==> config.mk <==
export PLATFORM = sky130hd
export DESIGN_NAME = sjs_sequencer
export DESIGN_NICKNAME = d
export VERILOG_FILES = /design/src/sjs_pkg.sv /design/src/sjs_sync.sv /design/src/sjs_sequencer.sv
export SDC_FILE = /design/constraint.sdc
export NUM_CORES = 2
export LEC_CHECK = 0
export BUFFER_PORTS_ARGS = -buffer_cell sky130_fd_sc_hd__buf_2
export CAP_MARGIN = 20
export CORE_MARGIN = 8
export CORE_UTILIZATION = 41
export CTS_BUF_LIST = sky130_fd_sc_hd__clkbuf_8
export DETAILED_ROUTE_END_ITERATION = 8
export PLACE_DENSITY_LB_ADDON = 0.1
export SYNTH_ARGS = -nofsm -noshare
export SYNTH_HDL_FRONTEND = slang
export SYNTH_SLANG_ARGS = --single-unit
==> constraint.sdc <==
create_clock -name clk_i -period 11.85 [get_ports clk_i]
set_input_delay 2.37 -clock clk_i [delete_from_list [all_inputs] [get_ports clk_i]]
set_output_delay 2.37 -clock clk_i [all_outputs]
set_load 0.1 [all_outputs]
==> src/sjs_pkg.sv <==
package sjs_pkg;

	// ----------------------------------------------------------------
	// Timing
	// ----------------------------------------------------------------
	localparam int unsigned CLK_HZ = 25_000_000;
	localparam int unsigned TICK_US = 1000;
	localparam int unsigned TICK_CYCLES = CLK_HZ / 1_000_000 * TICK_US;

	// ----------------------------------------------------------------
	// Register offsets (byte addresses)
	// ----------------------------------------------------------------
	localparam logic [7:0] REG_JOG_SPEED = 8'h00;
	localparam logic [7:0] REG_ACC_RATE = 8'h04;
	localparam logic [7:0] REG_DEC_RATE = 8'h08;
	localparam logic [7:0] REG_PRESS_TIME = 8'h0C;
	localparam logic [7:0] REG_PRESS_TRAVEL = 8'h10;
	localparam logic [7:0] REG_STEP_SPEED = 8'h14;
	localparam logic [7:0] REG_PRESS_SPEED = 8'h18;
	localparam logic [7:0] REG_PROG_INDEX = 8'h1C;
	localparam logic [7:0] REG_PROG_DATA = 8'h20;
	localparam logic [7:0] REG_STATUS = 8'h24;
	localparam logic [7:0] REG_NV_SAVE = 8'h28;

	// ----------------------------------------------------------------
	// Reset values and limits
	// ----------------------------------------------------------------
	localparam logic [31:0] JOG_SPEED_RST = 32'h000007D0;
	localparam logic [31:0] JOG_SPEED_MIN = 32'h00000001;
	localparam logic [31:0] JOG_SPEED_MAX = 32'h05F5E0FF;
	localparam logic [31:0] ACC_RATE_RST = 32'h00000064;
	localparam logic [31:0] DEC_RATE_RST = 32'h00000064;
	localparam logic [31:0] PRESS_TIME_RST = 32'h00000064;
	localparam logic [31:0] PRESS_TRAVEL_RST = 32'h00001388;
	localparam logic [31:0] STEP_SPEED_RST = 32'h000003E8;
	localparam logic [31:0] PRESS_SPEED_RST = 32'h00000064;

	// ----------------------------------------------------------------
	// Field positions
	// ----------------------------------------------------------------
	localparam int unsigned SEL_W = 6;
	localparam int unsigned PROG_PRESS_BIT = 31;
	localparam int unsigned IN_W = 12;
	localparam int unsigned IN_MODE = 0;
	localparam int unsigned IN_START = 1;
	localparam int unsigned IN_STOP = 2;
	localparam int unsigned IN_JOG_FWD = 3;
	localparam int unsigned IN_JOG_REV = 4;
	localparam int unsigned IN_CONTACT = 5;
	localparam int unsigned IN_SEL_LSB = 6;
	localparam int unsigned ST_BUSY_BIT = 8;
	localparam int unsigned ST_REACHED_BIT = 9;
	localparam int unsigned ST_ECHO_LSB = 16;

	// ----------------------------------------------------------------
	// Sequencer states
	// ----------------------------------------------------------------
	typedef enum logic [7:0] {
		ST_IDLE = 8'h01,
		ST_RUN = 8'h02,
		ST_STOP_DEC = 8'h04,
		ST_HELD = 8'h08,
		ST_PRESS_MOVE = 8'h10,
		ST_PRESS_HOLD = 8'h20,
		ST_JOG = 8'h40,
		ST_JOG_DEC = 8'h80
	} sjs_state_t;

	localparam logic [7:0] BUSY_MASK = 8'hF6;

endpackage : sjs_pkg

==> src/sjs_sync.sv <==
`timescale 1ns/1ps
module sjs_sync #(
	parameter int unsigned WIDTH = 1
) (
	// Clock and reset
	input wire logic clk_i,
	input wire logic rst_n_i,
	// Asynchronous levels in, synchronised levels out
	input wire logic [WIDTH-1:0] async_i,
	output logic [WIDTH-1:0] sync_o
);

	logic [WIDTH-1:0] meta_ff;
	logic [WIDTH-1:0] sync_ff;

	// ----------------------------------------------------------------
	// Two-flop chain per bit; the first flop feeds only the second
	// ----------------------------------------------------------------
	genvar g;
	generate
		for (g = 0; g < WIDTH; g++)
		begin : g_bit
			always_ff @(posedge clk_i)
			begin
				if (!rst_n_i)
				begin
					meta_ff[g] <= 1'b0;
					sync_ff[g] <= 1'b0;
				end
				else
				begin
					meta_ff[g] <= async_i[g];
					sync_ff[g] <= meta_ff[g];
				end
			end
		end
	endgenerate

	assign sync_o = sync_ff;

endmodule : sjs_sync

==> src/sjs_sequencer.sv <==
`timescale 1ns/1ps
// Summary of operation
// - Start in step mode begins the selected step and echoes its number.
// - Stop during a step, except in the pressing hold, decelerates to standstill, then busy falls.
// - Releasing stop resumes the interrupted step toward the original target.
// - Releasing stop during its deceleration abandons the stop and resumes.
// - Target reached rises when the step completes at its target.
// - Pressing step moves to pressing start, then up to pressing travel.
// - After contact and pressing time, target reached rises, step ends.
// - Forward jog moves forward at jog speed using the acceleration rate.
// - Reverse jog moves in reverse at jog speed using the acceleration rate.
// - Jog release decelerates to standstill at the deceleration rate.
// - Busy stays high during jog until standstill after release.
// - Jog speed accepts 1 to 99,999,999, defaults 2,000, applies at once.
// - Exactly one jog speed, shared by both directions.
// - Jog speed edits stay volatile until an explicit nonvolatile save.
// - A new start during a running step cancels it and runs the new one.
module sjs_sequencer
	import sjs_pkg::*;
#(
	parameter int unsigned TICK_CYCLES_P = TICK_CYCLES,
	parameter int unsigned PROG_DEPTH = 64
) (
	// Clock and reset
	input wire logic clk_i,
	input wire logic rst_n_i,
	// Wishbone classic slave
	input wire logic wb_cyc_i,
	input wire logic wb_stb_i,
	input wire logic wb_we_i,
	input wire logic [7:0] wb_adr_i,
	input wire logic [3:0] wb_sel_i,
	input wire logic [31:0] wb_dat_i,
	output logic [31:0] wb_dat_o,
	output logic wb_ack_o,
	// Contact inputs, active high
	input wire logic mode_sel_i,
	input wire logic start_i,
	input wire logic stop_i,
	input wire logic [SEL_W-1:0] step_select_lines_i,
	input wire logic jog_forward_input_i,
	input wire logic jog_reverse_input_i,
	input wire logic press_contact_i,
	// Contact outputs, active high
	output logic busy_o,
	output logic target_reached_o,
	output logic [SEL_W-1:0] step_echo_outputs_o,
	// Motion command
	output logic [31:0] motor_speed_o,
	output logic motor_reverse_o,
	// Nonvolatile jog speed image
	input wire logic [31:0] nv_jog_speed_i,
	output logic nv_save_o,
	output logic [31:0] nv_jog_speed_o
);

	// ----------------------------------------------------------------
	// Helpers
	// ----------------------------------------------------------------
	function automatic logic [31:0] ramp(input logic [31:0] cur,
		input logic [31:0] tgt, input logic [31:0] acc,
		input logic [31:0] dec);
		logic [31:0] r;
		r = tgt;
		if (cur < tgt && tgt - cur > acc)
			r = cur + acc;
		else if (cur > tgt && cur - tgt > dec)
			r = cur - dec;
		return r;
	endfunction : ramp

	function automatic logic [31:0] cap(input logic [31:0] a,
		input logic [31:0] b);
		return (a < b) ? a : b;
	endfunction : cap

	function automatic logic [31:0] merge(input logic [31:0] old,
		input logic [31:0] wr, input logic [3:0] sel);
		logic [31:0] r;
		r = old;
		for (int i = 0; i < 4; i++)
			if (sel[i])
				r[i*8 +: 8] = wr[i*8 +: 8];
		return r;
	endfunction : merge

	// ----------------------------------------------------------------
	// Contact synchronisers
	// ----------------------------------------------------------------
	logic [IN_W-1:0] in_async;
	logic [IN_W-1:0] in_sync;

	assign in_async = {step_select_lines_i, press_contact_i,
		jog_reverse_input_i, jog_forward_input_i, stop_i, start_i,
		mode_sel_i};

	sjs_sync #(
		.WIDTH(IN_W)
	) u_sync (
		.clk_i(clk_i),
		.rst_n_i(rst_n_i),
		.async_i(in_async),
		.sync_o(in_sync)
	);

	logic start_d_ff;
	wire mode_step = in_sync[IN_MODE];
	wire stop_req = in_sync[IN_STOP];
	wire contact = in_sync[IN_CONTACT];
	wire [SEL_W-1:0] sel_now = in_sync[IN_SEL_LSB +: SEL_W];
	wire start_rise = in_sync[IN_START] & ~start_d_ff;
	// Both jog inputs at once cancel each other
	wire jog_one = in_sync[IN_JOG_FWD] ^ in_sync[IN_JOG_REV];
	wire jog_dir_rev = in_sync[IN_JOG_REV];

	// ----------------------------------------------------------------
	// Registers
	// ----------------------------------------------------------------
	logic [31:0] jog_speed_ff;
	logic [31:0] acc_rate_ff;
	logic [31:0] dec_rate_ff;
	logic [31:0] press_time_ff;
	logic [31:0] press_travel_ff;
	logic [31:0] step_speed_ff;
	logic [31:0] press_speed_ff;
	logic [SEL_W-1:0] prog_idx_ff;
	logic [31:0] prog_mem [PROG_DEPTH];
	logic nv_loaded_ff;
	logic nv_save_ff;
	logic ack_ff;
	logic [31:0] rdata_ff;

	sjs_state_t state_ff, nxt_state;
	logic [31:0] speed_ff, nxt_speed;
	logic [31:0] remain_ff, nxt_remain;
	logic [31:0] hold_ff, nxt_hold;
	logic press_step_ff, nxt_press_step;
	logic press_phase_ff, nxt_press_phase;
	logic reached_ff, nxt_reached;
	logic rev_ff, nxt_rev;
	logic [SEL_W-1:0] echo_ff, nxt_echo;
	logic [31:0] tick_cnt_ff;

	// ----------------------------------------------------------------
	// Wishbone decode
	// ----------------------------------------------------------------
	wire req = wb_cyc_i & wb_stb_i & ~ack_ff;
	wire wr = req & wb_we_i;
	wire [31:0] jog_wr = merge(jog_speed_ff, wb_dat_i, wb_sel_i);
	// Out-of-range jog speeds are dropped, the old value stays
	wire jog_ok = jog_wr >= JOG_SPEED_MIN && jog_wr <= JOG_SPEED_MAX;
	wire nv_ok = nv_jog_speed_i >= JOG_SPEED_MIN &&
		nv_jog_speed_i <= JOG_SPEED_MAX;
	wire [31:0] status_word = {8'h00, 2'b00, echo_ff, 6'h00, reached_ff,
		busy_o, state_ff};
	logic [31:0] rmux;

	always_comb
	begin
		rmux = 32'h00000000;
		if (wb_adr_i == REG_JOG_SPEED)
			rmux = jog_speed_ff;
		else if (wb_adr_i == REG_ACC_RATE)
			rmux = acc_rate_ff;
		else if (wb_adr_i == REG_DEC_RATE)
			rmux = dec_rate_ff;
		else if (wb_adr_i == REG_PRESS_TIME)
			rmux = press_time_ff;
		else if (wb_adr_i == REG_PRESS_TRAVEL)
			rmux = press_travel_ff;
		else if (wb_adr_i == REG_STEP_SPEED)
			rmux = step_speed_ff;
		else if (wb_adr_i == REG_PRESS_SPEED)
			rmux = press_speed_ff;
		else if (wb_adr_i == REG_PROG_INDEX)
			rmux = {26'h0, prog_idx_ff};
		else if (wb_adr_i == REG_PROG_DATA)
			rmux = prog_mem[prog_idx_ff];
		else if (wb_adr_i == REG_STATUS)
			rmux = status_word;
	end

	always_ff @(posedge clk_i)
	begin
		if (!rst_n_i)
		begin
			ack_ff <= 1'b0;
			rdata_ff <= 32'h00000000;
			nv_save_ff <= 1'b0;
		end
		else
		begin
			ack_ff <= req;
			if (req)
				rdata_ff <= rmux;
			nv_save_ff <= wr && wb_adr_i == REG_NV_SAVE && wb_dat_i[0];
		end
	end

	// Working jog speed: volatile; loaded from the saved image after reset
	always_ff @(posedge clk_i)
	begin
		if (!rst_n_i)
		begin
			jog_speed_ff <= JOG_SPEED_RST;
			nv_loaded_ff <= 1'b0;
		end
		else
		begin
			nv_loaded_ff <= 1'b1;
			if (!nv_loaded_ff && nv_ok)
				jog_speed_ff <= nv_jog_speed_i;
			else if (wr && wb_adr_i == REG_JOG_SPEED && jog_ok)
				jog_speed_ff <= jog_wr;
		end
	end

	always_ff @(posedge clk_i)
	begin
		if (!rst_n_i)
		begin
			acc_rate_ff <= ACC_RATE_RST;
			dec_rate_ff <= DEC_RATE_RST;
			press_time_ff <= PRESS_TIME_RST;
			press_travel_ff <= PRESS_TRAVEL_RST;
			step_speed_ff <= STEP_SPEED_RST;
			press_speed_ff <= PRESS_SPEED_RST;
			prog_idx_ff <= '0;
		end
		else if (wr)
		begin
			if (wb_adr_i == REG_ACC_RATE)
				acc_rate_ff <= merge(acc_rate_ff, wb_dat_i, wb_sel_i);
			else if (wb_adr_i == REG_DEC_RATE)
				dec_rate_ff <= merge(dec_rate_ff, wb_dat_i, wb_sel_i);
			else if (wb_adr_i == REG_PRESS_TIME)
				press_time_ff <= merge(press_time_ff, wb_dat_i, wb_sel_i);
			else if (wb_adr_i == REG_PRESS_TRAVEL)
				press_travel_ff <= merge(press_travel_ff, wb_dat_i, wb_sel_i);
			else if (wb_adr_i == REG_STEP_SPEED)
				step_speed_ff <= merge(step_speed_ff, wb_dat_i, wb_sel_i);
			else if (wb_adr_i == REG_PRESS_SPEED)
				press_speed_ff <= merge(press_speed_ff, wb_dat_i, wb_sel_i);
			else if (wb_adr_i == REG_PROG_INDEX && wb_sel_i[0])
				prog_idx_ff <= wb_dat_i[SEL_W-1:0];
		end
	end

	// Step table has no reset; software loads it before use
	always_ff @(posedge clk_i)
	begin
		if (wr && wb_adr_i == REG_PROG_DATA)
			prog_mem[prog_idx_ff] <= merge(prog_mem[prog_idx_ff], wb_dat_i,
				wb_sel_i);
	end

	// ----------------------------------------------------------------
	// Profile tick
	// ----------------------------------------------------------------
	wire tick = tick_cnt_ff == 32'(TICK_CYCLES_P - 1);

	always_ff @(posedge clk_i)
	begin
		if (!rst_n_i)
			tick_cnt_ff <= 32'h00000000;
		else
			tick_cnt_ff <= tick ? 32'h00000000 : tick_cnt_ff + 32'h00000001;
	end

	// ----------------------------------------------------------------
	// Sequencer
	// ----------------------------------------------------------------
	wire [31:0] mv_target = press_phase_ff ? press_speed_ff : step_speed_ff;
	// Speed never exceeds what is left, so the step lands exactly
	wire [31:0] mv_speed = cap(ramp(speed_ff, mv_target, acc_rate_ff,
		dec_rate_ff), remain_ff);
	wire [31:0] stop_speed = cap(ramp(speed_ff, 32'h00000000, acc_rate_ff,
		dec_rate_ff), remain_ff);
	wire [31:0] jog_speed_nxt = ramp(speed_ff, jog_speed_ff, acc_rate_ff,
		dec_rate_ff);
	wire [31:0] jog_stop_nxt = ramp(speed_ff, 32'h00000000, acc_rate_ff,
		dec_rate_ff);
	wire [31:0] prog_word = prog_mem[sel_now];
	wire resume_press = press_phase_ff;

	always_comb
	begin
		nxt_state = state_ff;
		nxt_speed = speed_ff;
		nxt_remain = remain_ff;
		nxt_hold = hold_ff;
		nxt_press_step = press_step_ff;
		nxt_press_phase = press_phase_ff;
		nxt_reached = reached_ff;
		nxt_rev = rev_ff;
		nxt_echo = echo_ff;
		case (state_ff)
			ST_IDLE:
				if (!mode_step && jog_one)
				begin
					nxt_state = ST_JOG;
					nxt_rev = jog_dir_rev;
					nxt_reached = 1'b0;
				end
			ST_RUN, ST_PRESS_MOVE:
				if (stop_req)
					nxt_state = ST_STOP_DEC;
				else if (state_ff == ST_PRESS_MOVE && contact)
				begin
					nxt_state = ST_PRESS_HOLD;
					nxt_speed = 32'h00000000;
					nxt_hold = 32'h00000000;
				end
				else if (tick)
				begin
					nxt_speed = mv_speed;
					nxt_remain = remain_ff - mv_speed;
					if (remain_ff == mv_speed)
					begin
						if (press_step_ff && !press_phase_ff)
						begin
							nxt_press_phase = 1'b1;
							nxt_remain = press_travel_ff;
							nxt_state = ST_PRESS_MOVE;
						end
						else
						begin
							nxt_state = ST_IDLE;
							nxt_speed = 32'h00000000;
							nxt_reached = 1'b1;
						end
					end
				end
			ST_PRESS_HOLD:
				if (tick)
				begin
					nxt_hold = hold_ff + 32'h00000001;
					if (nxt_hold >= press_time_ff)
					begin
						nxt_state = ST_IDLE;
						nxt_reached = 1'b1;
					end
				end
			ST_STOP_DEC:
				if (!stop_req)
					nxt_state = resume_press ? ST_PRESS_MOVE : ST_RUN;
				else if (tick)
				begin
					nxt_speed = stop_speed;
					nxt_remain = remain_ff - stop_speed;
					if (stop_speed == 32'h00000000)
						nxt_state = ST_HELD;
				end
			ST_HELD:
				if (!stop_req)
					nxt_state = resume_press ? ST_PRESS_MOVE : ST_RUN;
			ST_JOG:
				if (mode_step || !jog_one || jog_dir_rev != rev_ff)
					nxt_state = ST_JOG_DEC;
				else if (tick)
					nxt_speed = jog_speed_nxt;
			ST_JOG_DEC:
				if (tick)
				begin
					nxt_speed = jog_stop_nxt;
					if (jog_stop_nxt == 32'h00000000)
						nxt_state = ST_IDLE;
				end
			default:
				nxt_state = ST_IDLE;
		endcase
		// A new start overrides any step state and captures the select
		if (mode_step && start_rise && state_ff != ST_JOG &&
			state_ff != ST_JOG_DEC)
		begin
			nxt_state = ST_RUN;
			nxt_echo = sel_now;
			nxt_remain = {1'b0, prog_word[30:0]};
			nxt_press_step = prog_word[PROG_PRESS_BIT];
			nxt_press_phase = 1'b0;
			nxt_reached = 1'b0;
			nxt_rev = 1'b0;
		end
	end

	always_ff @(posedge clk_i)
	begin
		if (!rst_n_i)
		begin
			state_ff <= ST_IDLE;
			speed_ff <= 32'h00000000;
			remain_ff <= 32'h00000000;
			hold_ff <= 32'h00000000;
			press_step_ff <= 1'b0;
			press_phase_ff <= 1'b0;
			reached_ff <= 1'b0;
			rev_ff <= 1'b0;
			echo_ff <= '0;
			start_d_ff <= 1'b0;
		end
		else
		begin
			state_ff <= nxt_state;
			speed_ff <= nxt_speed;
			remain_ff <= nxt_remain;
			hold_ff <= nxt_hold;
			press_step_ff <= nxt_press_step;
			press_phase_ff <= nxt_press_phase;
			reached_ff <= nxt_reached;
			rev_ff <= nxt_rev;
			echo_ff <= nxt_echo;
			start_d_ff <= in_sync[IN_START];
		end
	end

	// ----------------------------------------------------------------
	// Outputs
	// ----------------------------------------------------------------
	assign busy_o = |(state_ff & BUSY_MASK);
	assign target_reached_o = reached_ff;
	assign step_echo_outputs_o = echo_ff;
	assign motor_speed_o = speed_ff;
	assign motor_reverse_o = rev_ff;
	assign wb_ack_o = ack_ff;
	assign wb_dat_o = rdata_ff;
	assign nv_save_o = nv_save_ff;
	assign nv_jog_speed_o = jog_speed_ff;

endmodule : sjs_sequencer

Yosys cells after proc, flatten, opt, wreduce, memory -nomap -nowiden
Memories as Yosys holds them, arrays and structs flattened. A register that Yosys moved wholly into a read port is not among the register bits.
Cells that the tools add are included.
Widths: inputs -> output; s select.
- register bits: 436
- RAM bits: 2048
- input port bits: 93
- word-level logic and storage cells: 339
- memories kept: 1
- memories (memory ; depth ; bits a word ; rd ports ; clocked after memory_dff ; write ports ; RTL line ; text):
    prog_mem ; 64 ; 32 ; 2 ; 2 ; 1 ; sjs_sequencer.sv:127 ; logic [31:0] prog_mem [PROG_DEPTH];
- $add $sub $neg: 11
- magnitude comparators: 19
- eq/ne operators: 61
- muxes and demuxes: 90
- bitwise logic cells: 16
- reductions and logical operators: 74
- operators with widths (kind ; number):
    $mux 32 ; 40
    $gt 32x32->1 ; 8
    $sub 32x32->32 ; 7
    $mux 8 ; 26
    $lt 32x32->1 ; 4
    $pmux 32 s2 ; 2
    $pmux 32 s4 ; 1
    $add 32x1->32 const B ; 2
    $ge 32x1->1 const B ; 2
    $le 32x27->1 const B ; 2
    $logic_not 32->1 ; 2
    $pmux 8 s7 ; 1
    $reduce_and 8->1 ; 6
    $ne 3x3->1 const B ; 14
    $reduce_and 6->1 ; 7
    $eq 8x5->1 const B ; 5
    $add 32x32->32 ; 1
    $eq 32x15->1 const B ; 1
    $eq 32x32->1 ; 1
    $eq 8x6->1 const B ; 4
    $ge 32x32->1 ; 1
    $gt 32x1->1 const B ; 1
    $lt 32x1->1 const B ; 1
    $ne 2x2->1 const B ; 16
    41 further kinds ; 116

Logic depth before layout (Yosys ltp)
- depth after elaboration: 16
- mapped depth: 57
- depth with buffers taken out: 51

Hierarchy
Synthesis repeated with hierarchy kept, for this count alone.
- cell total of the unflattened synthesis: 9482
- area total of the unflattened synthesis: 136069.3 sq um
- modules (own cells, without submodules) (module ; times used ; cells each ; area each (sq um) ; sequential area each (sq um)):
    sjs_sequencer ; 1 ; 9432 ; 135393.6 ; 69867.0
    sjs_sync ; 1 ; 50 ; 675.6 ; 480.5

Worst setup path before layout
No wires, ideal clock.
- path kind: register to register
- from: reg speed_ff[1], in the netlist motor_speed_o[1]
- to: reg remain_ff[27]
- arrival: 11.296 ns
- slack: 0.480 ns
- cell stages (with the launch flop): 53
- period minus slack after synthesis: 11.370 ns
- cell sequence: dfxtp_1 > inv_1 > ha_1 > nor2b_1 > o21ai_0 > a21boi_0 > o21a_1 > o21a_1 > o21ai_0 > a21boi_0 > o21a_1 > o21a_1 > o21a_1 > nor2_1 > xnor2_1 > ha_1 > and3_1 > a221o_1 > [... 17 more ...] > and2_1 > buf_2 > inv_4 > buf_4 > mux2i_1 > ha_1 > nor2b_1 > o21ai_0 > a21boi_0 > o31ai_1 > a21oi_1 > o21a_1 > a211o_1 > o21ba_2 > o21a_1 > o311ai_0 > nand2_1 > a31oi_1
- longest elaborated chain between the ends: 15
- ends and longest elaborated chain (what ; RTL line ; text):
    start, declared ; sjs_sequencer.sv:134 ; logic [31:0] speed_ff, nxt_speed;
    start signal, assigned ; sjs_sequencer.sv:404 ; speed_ff <= nxt_speed;
    $sub 32x32->32 ; sjs_sequencer.sv:67 ; else if (cur > tgt && cur - tgt > dec)
    $gt 32x32->1 ; sjs_sequencer.sv:67 ;
    $logic_and 1x1->1 ; sjs_sequencer.sv:67 ;
    $mux 32 ; sjs_sequencer.sv:67 ;
    $mux 32 ; sjs_sequencer.sv:65 ; if (cur < tgt && tgt - cur > acc)
    $lt 32x32->1 ; sjs_sequencer.sv:74 ; return (a < b) ? a : b;
    $mux 32 ; sjs_sequencer.sv:74 ;
    $sub 32x32->32 ; sjs_sequencer.sv:317 ; nxt_remain = remain_ff - mv_speed;
    $mux 32 ; sjs_sequencer.sv:320 ; if (press_step_ff && !press_phase_ff)
    $mux 32 ; sjs_sequencer.sv:318 ; if (remain_ff == mv_speed)
    $mux 32 ; sjs_sequencer.sv:314 ; else if (tick)
    $mux 32 ; sjs_sequencer.sv:308 ; else if (state_ff == ST_PRESS_MOVE && contact)
    $mux 32 ; sjs_sequencer.sv:306 ; if (stop_req)
    $pmux 32 s2 * ; sjs_sequencer.sv:297 ; case (state_ff)
    $mux 31 * ; sjs_sequencer.sv:373 ; if (mode_step && start_rise && state_ff != ST_JOG &&
    end signal, assigned ; sjs_sequencer.sv:405 ; remain_ff <= nxt_remain;
    end, declared ; sjs_sequencer.sv:135 ; logic [31:0] remain_ff, nxt_remain;
Mark *: on every way between the ends. The rest lies on a longest branch, timed or not. The select of a mux whose other input is x is not followed.
A chain may end at the register's enable or synchronous reset.

Worst setup path in the final report
- from: reg press_phase_ff
- to: reg remain_ff[27]
- longest elaborated chain between the ends: 16
- ends and longest elaborated chain (what ; RTL line ; text):
    start, declared ; sjs_sequencer.sv:138 ; logic press_phase_ff, nxt_press_phase;
    start signal, assigned ; sjs_sequencer.sv:408 ; press_phase_ff <= nxt_press_phase;
    $mux 32 ; sjs_sequencer.sv:273 ; wire [31:0] mv_target = press_phase_ff ? press_speed_ff : step_speed_ff;
    $sub 32x32->32 ; sjs_sequencer.sv:67 ;
    $gt 32x32->1 ; sjs_sequencer.sv:67 ;
    $logic_and 1x1->1 ; sjs_sequencer.sv:67 ;
    $mux 32 ; sjs_sequencer.sv:67 ;
    $mux 32 ; sjs_sequencer.sv:65 ;
    $lt 32x32->1 ; sjs_sequencer.sv:74 ;
    $mux 32 ; sjs_sequencer.sv:74 ;
    $sub 32x32->32 ; sjs_sequencer.sv:317 ;
    $mux 32 ; sjs_sequencer.sv:320 ;
    $mux 32 * ; sjs_sequencer.sv:318 ;
    $mux 32 * ; sjs_sequencer.sv:314 ;
    $mux 32 * ; sjs_sequencer.sv:308 ;
    $mux 32 * ; sjs_sequencer.sv:306 ;
    $pmux 32 s2 * ; sjs_sequencer.sv:297 ;
    $mux 31 * ; sjs_sequencer.sv:373 ;
Marked as above.

==> run metrics <==
Die Area 349500 sq um; Seq pwr share 45.8%; fillers 29270; worst slew pin tran 1.275 ns; Synth area leader edfxtp_1; Fmax achieved 87.55 MHz; library cells used by synthesis 95; hpwl dp 407200 um; Final Critical Period 11.42 ns; first-pass GRT wire length 814400 um; outcome finished clean; CP Class flip-flop to flip-flop; Switching Share 28.78%; Post-synth top flop edfxtp_1; via/cell ratio 6.513; Crit path arrival time 12.43 ns; Bufs on Longest Clock Path 4; Vert. Die Dim 591.2 um; Clock Root Buffer clkbuf_8; Worst-Skew Late Latency 1.12 ns; crit end category flip-flop; Slew Limit Fails 0; synth top area cells edfxtp_1, mux4_2, dfxtp_1; Combinational Power Share 17.6%; post-synthesis cell area 135600 sq um; initial antenna violation count 50; Clk network pwr share 36.6%; Slew headroom 15.01%; critical path's top delay family compound AO/OA/AOI/OAI gates; post-synth top area share 45.34%; core area 329700 sq um; # port buffers 199; count of final hold-check violations 0; Design Area, Final 155100 sq um; GR Overflow Total 0; syn avg cell area 14.12 sq um; Most flops, register prog_mem; combinational family with the most area after synthesis multiplexers; Detailed Routing Iterations Pass 1 6; vias in the first global route 98120; final setup violation count 0; placed inst area 146400 sq um; chip width 591.2 um; Synth Area in Compound Gates 8.842%; commonest non-fill, non-tap cells in the layout edfxtp_1, mux4_2, buf_4, a21oi_1, nand2_1; Routed Antenna Nets 0; Worst EP required 12.86 ns; Mapped Nets 10190; Hold Slack 0.4289 ns; DRC 0; sequential element share of the synthesized area 51.86%; mux share of post-synthesis cell area 23.47%; drt initial violations 12040; most common cell after layout, fill and taps aside edfxtp_1; period utilization 96.39%; Std-Cell Rows 211; Internal Power 14830 uW; crit path buf inv count 9; Synth Area in XOR/XNOR 1.672%; gr usage total 33.42%; max cap viols 0; clk slew on worst S/H paths 0.07 ns; routed vias 98740; hold buffers post-CTS 0; CTS buffer count 436; switching pwr 5993 uW; Cell Pwr Density 134.3 nW/um^2; HP Class flip-flop to flip-flop; number of synthesized register bits 2490; largest net degree at the start of global routing 110; WL per Instance 39.50 um; Max VDD drop 0.0001434 V; Clock Sinks 2490; crit path max fanout 21; Ports 200; starting density of the core 41.13%; WL final 598800 um; CTS tree built; max reg flops 2048; Worst setup SP type flip-flop; Warnings, synthesis 0; Slowest-stage cell, CP a2111oi_0; NumNets Final 10970; GPL Wtd Cong 1.004; layout cells sized above 1 28.82%; Slowest Stage Delay on Critical Path 0.41 ns; number of synthesized flops with an enable pin 2048; Post-synth ARST share 0%; simple-gate share of the synthesized area 7.056%; Syn Inst Count 9609; Synth Area in Adders 4.509%; synthesis-to-layout area growth 14.33%; H-tree depth 5; Setup Skew 0.06551 ns; leak pwr 0.05278 uW
-- routing by layer --
metal | global-route usage (%) | vias to the layer above | wire [um]
met1 | 42.66 | 51690 | 228600
li1 | - | 40290 | -
met2 | 54.18 | 5428 | 282400
met4 | 18.19 | 18 | 38990
met3 | 6.119 | 1315 | 48630
met5 | 0 | - | 136
-- per-stage QoR --
stage               std cells  power, uW  setup WS (ns)  setup TNS [ns]  utilization, %
finish                  15160      20820         0.4274               0           47.03
CTS                     15110      20870        0.01187               0           46.88
floorplan                9609      11650         0.4800               0               -
global route            15150      21480      -0.001975       -0.001975           47.02
global placement        14310      13250        -0.9718          -30.42           44.38
detailed placement      14310      13240        -0.8948          -26.47           44.39
-- worst paths after layout --
check / start / endpoint / slack, ns / depth (start not counted)
worst max register to register: press_phase_ff / remain_ff[27] / 0.43 / 54
worst max-delay path: press_phase_ff / remain_ff[27] / 0.43 / 54
worst min register to register: u_sync.meta_ff[10] / u_sync.sync_o[10] / 0.43 / 1
worst min-delay path: u_sync.meta_ff[10] / u_sync.sync_o[10] / 0.43 / 1
-- power by group through the flow --
stage | logic, uW | registers (uW) | clock network [uW]
after global routing | 3830 | 9520 | 8120
after global placement | 3540 | 9710 | 0
after CTS | 3560 | 9530 | 7780
after detailed placement | 3530 | 9710 | 0
final | 3660 | 9530 | 7630
after floorplan | 1900 | 9750 | 0
-- layout make-up --
| cell class | instances | area [sq um] | area share, % |
|---|---|---|---|
| clock inverters | 338 | 1803 | 1.163 |
| multi-input cells | 6197 | 62750 | 40.46 |
| well taps | 4366 | 5463 | 3.523 |
| inverters | 319 | 1207 | 0.7786 |
| clock buffers | 461 | 6345 | 4.091 |
| repair buffers | 953 | 7027 | 4.531 |
| flip-flops and latches | 2490 | 70400 | 45.39 |
| diodes | 36 | 90.09 | 0.05809 |
-- worst reg2reg max path, delay by kind of cell, from the launching register on --
family / cells / cell delay [ns]
buffers and inverters: 9 / 1.60
adders and majority gates: 4 / 1.20
and+or+nand+nor: 11 / 1.77
xor gates and xnor gates: 1 / 0.17
AOI/OAI and AO/OA: 26 / 5.34
DFF: 1 / 0.40
muxes: 3 / 0.85
-- cells in the mapped netlist, types with 21 or more instances --
cell,instances
a311oi_1,23
nand2b_1,59
nand3_1,166
inv_1,315
a211oi_1,68
o21bai_1,54
nand4_1,125
a221oi_1,55
edfxtp_1,2048
buf_1,148
o211ai_1,69
a31oi_1,61
mux2i_1,140
nand3b_1,21
xnor2_1,160
and2_1,58
nor2b_1,48
o21a_1,44
ha_1,476
xor2_1,99
dfxtp_1,442
or3_1,25
a21o_1,189
nor2_1,553
nor3_1,114
mux2_2,37
a21boi_0,26
nand2_1,702
nor4_1,54
o21ai_0,319
clkbuf_1,429
and3_1,53
buf_2,22
a22oi_1,43
mux4_2,1332
a21oi_1,706
-- what timing repair did --
action                     CTS  global route
setup endpoints to repair   74            73
buffers inserted             1             1
gates cloned                 0             0
pin swaps                    1             8
resized for setup           12            42
-- kinds of logic after synthesis --
family,count (synthesis)
AND/OR/NAND/NOR,2062
adder cells (fa/ha/maj),484
XOR/XNOR,259
flip-flops,2490
buffers and inverters,922
AO/OA/AOI/OAI,1882
multiplexers,1510
(Power assumes the default switching activity.)
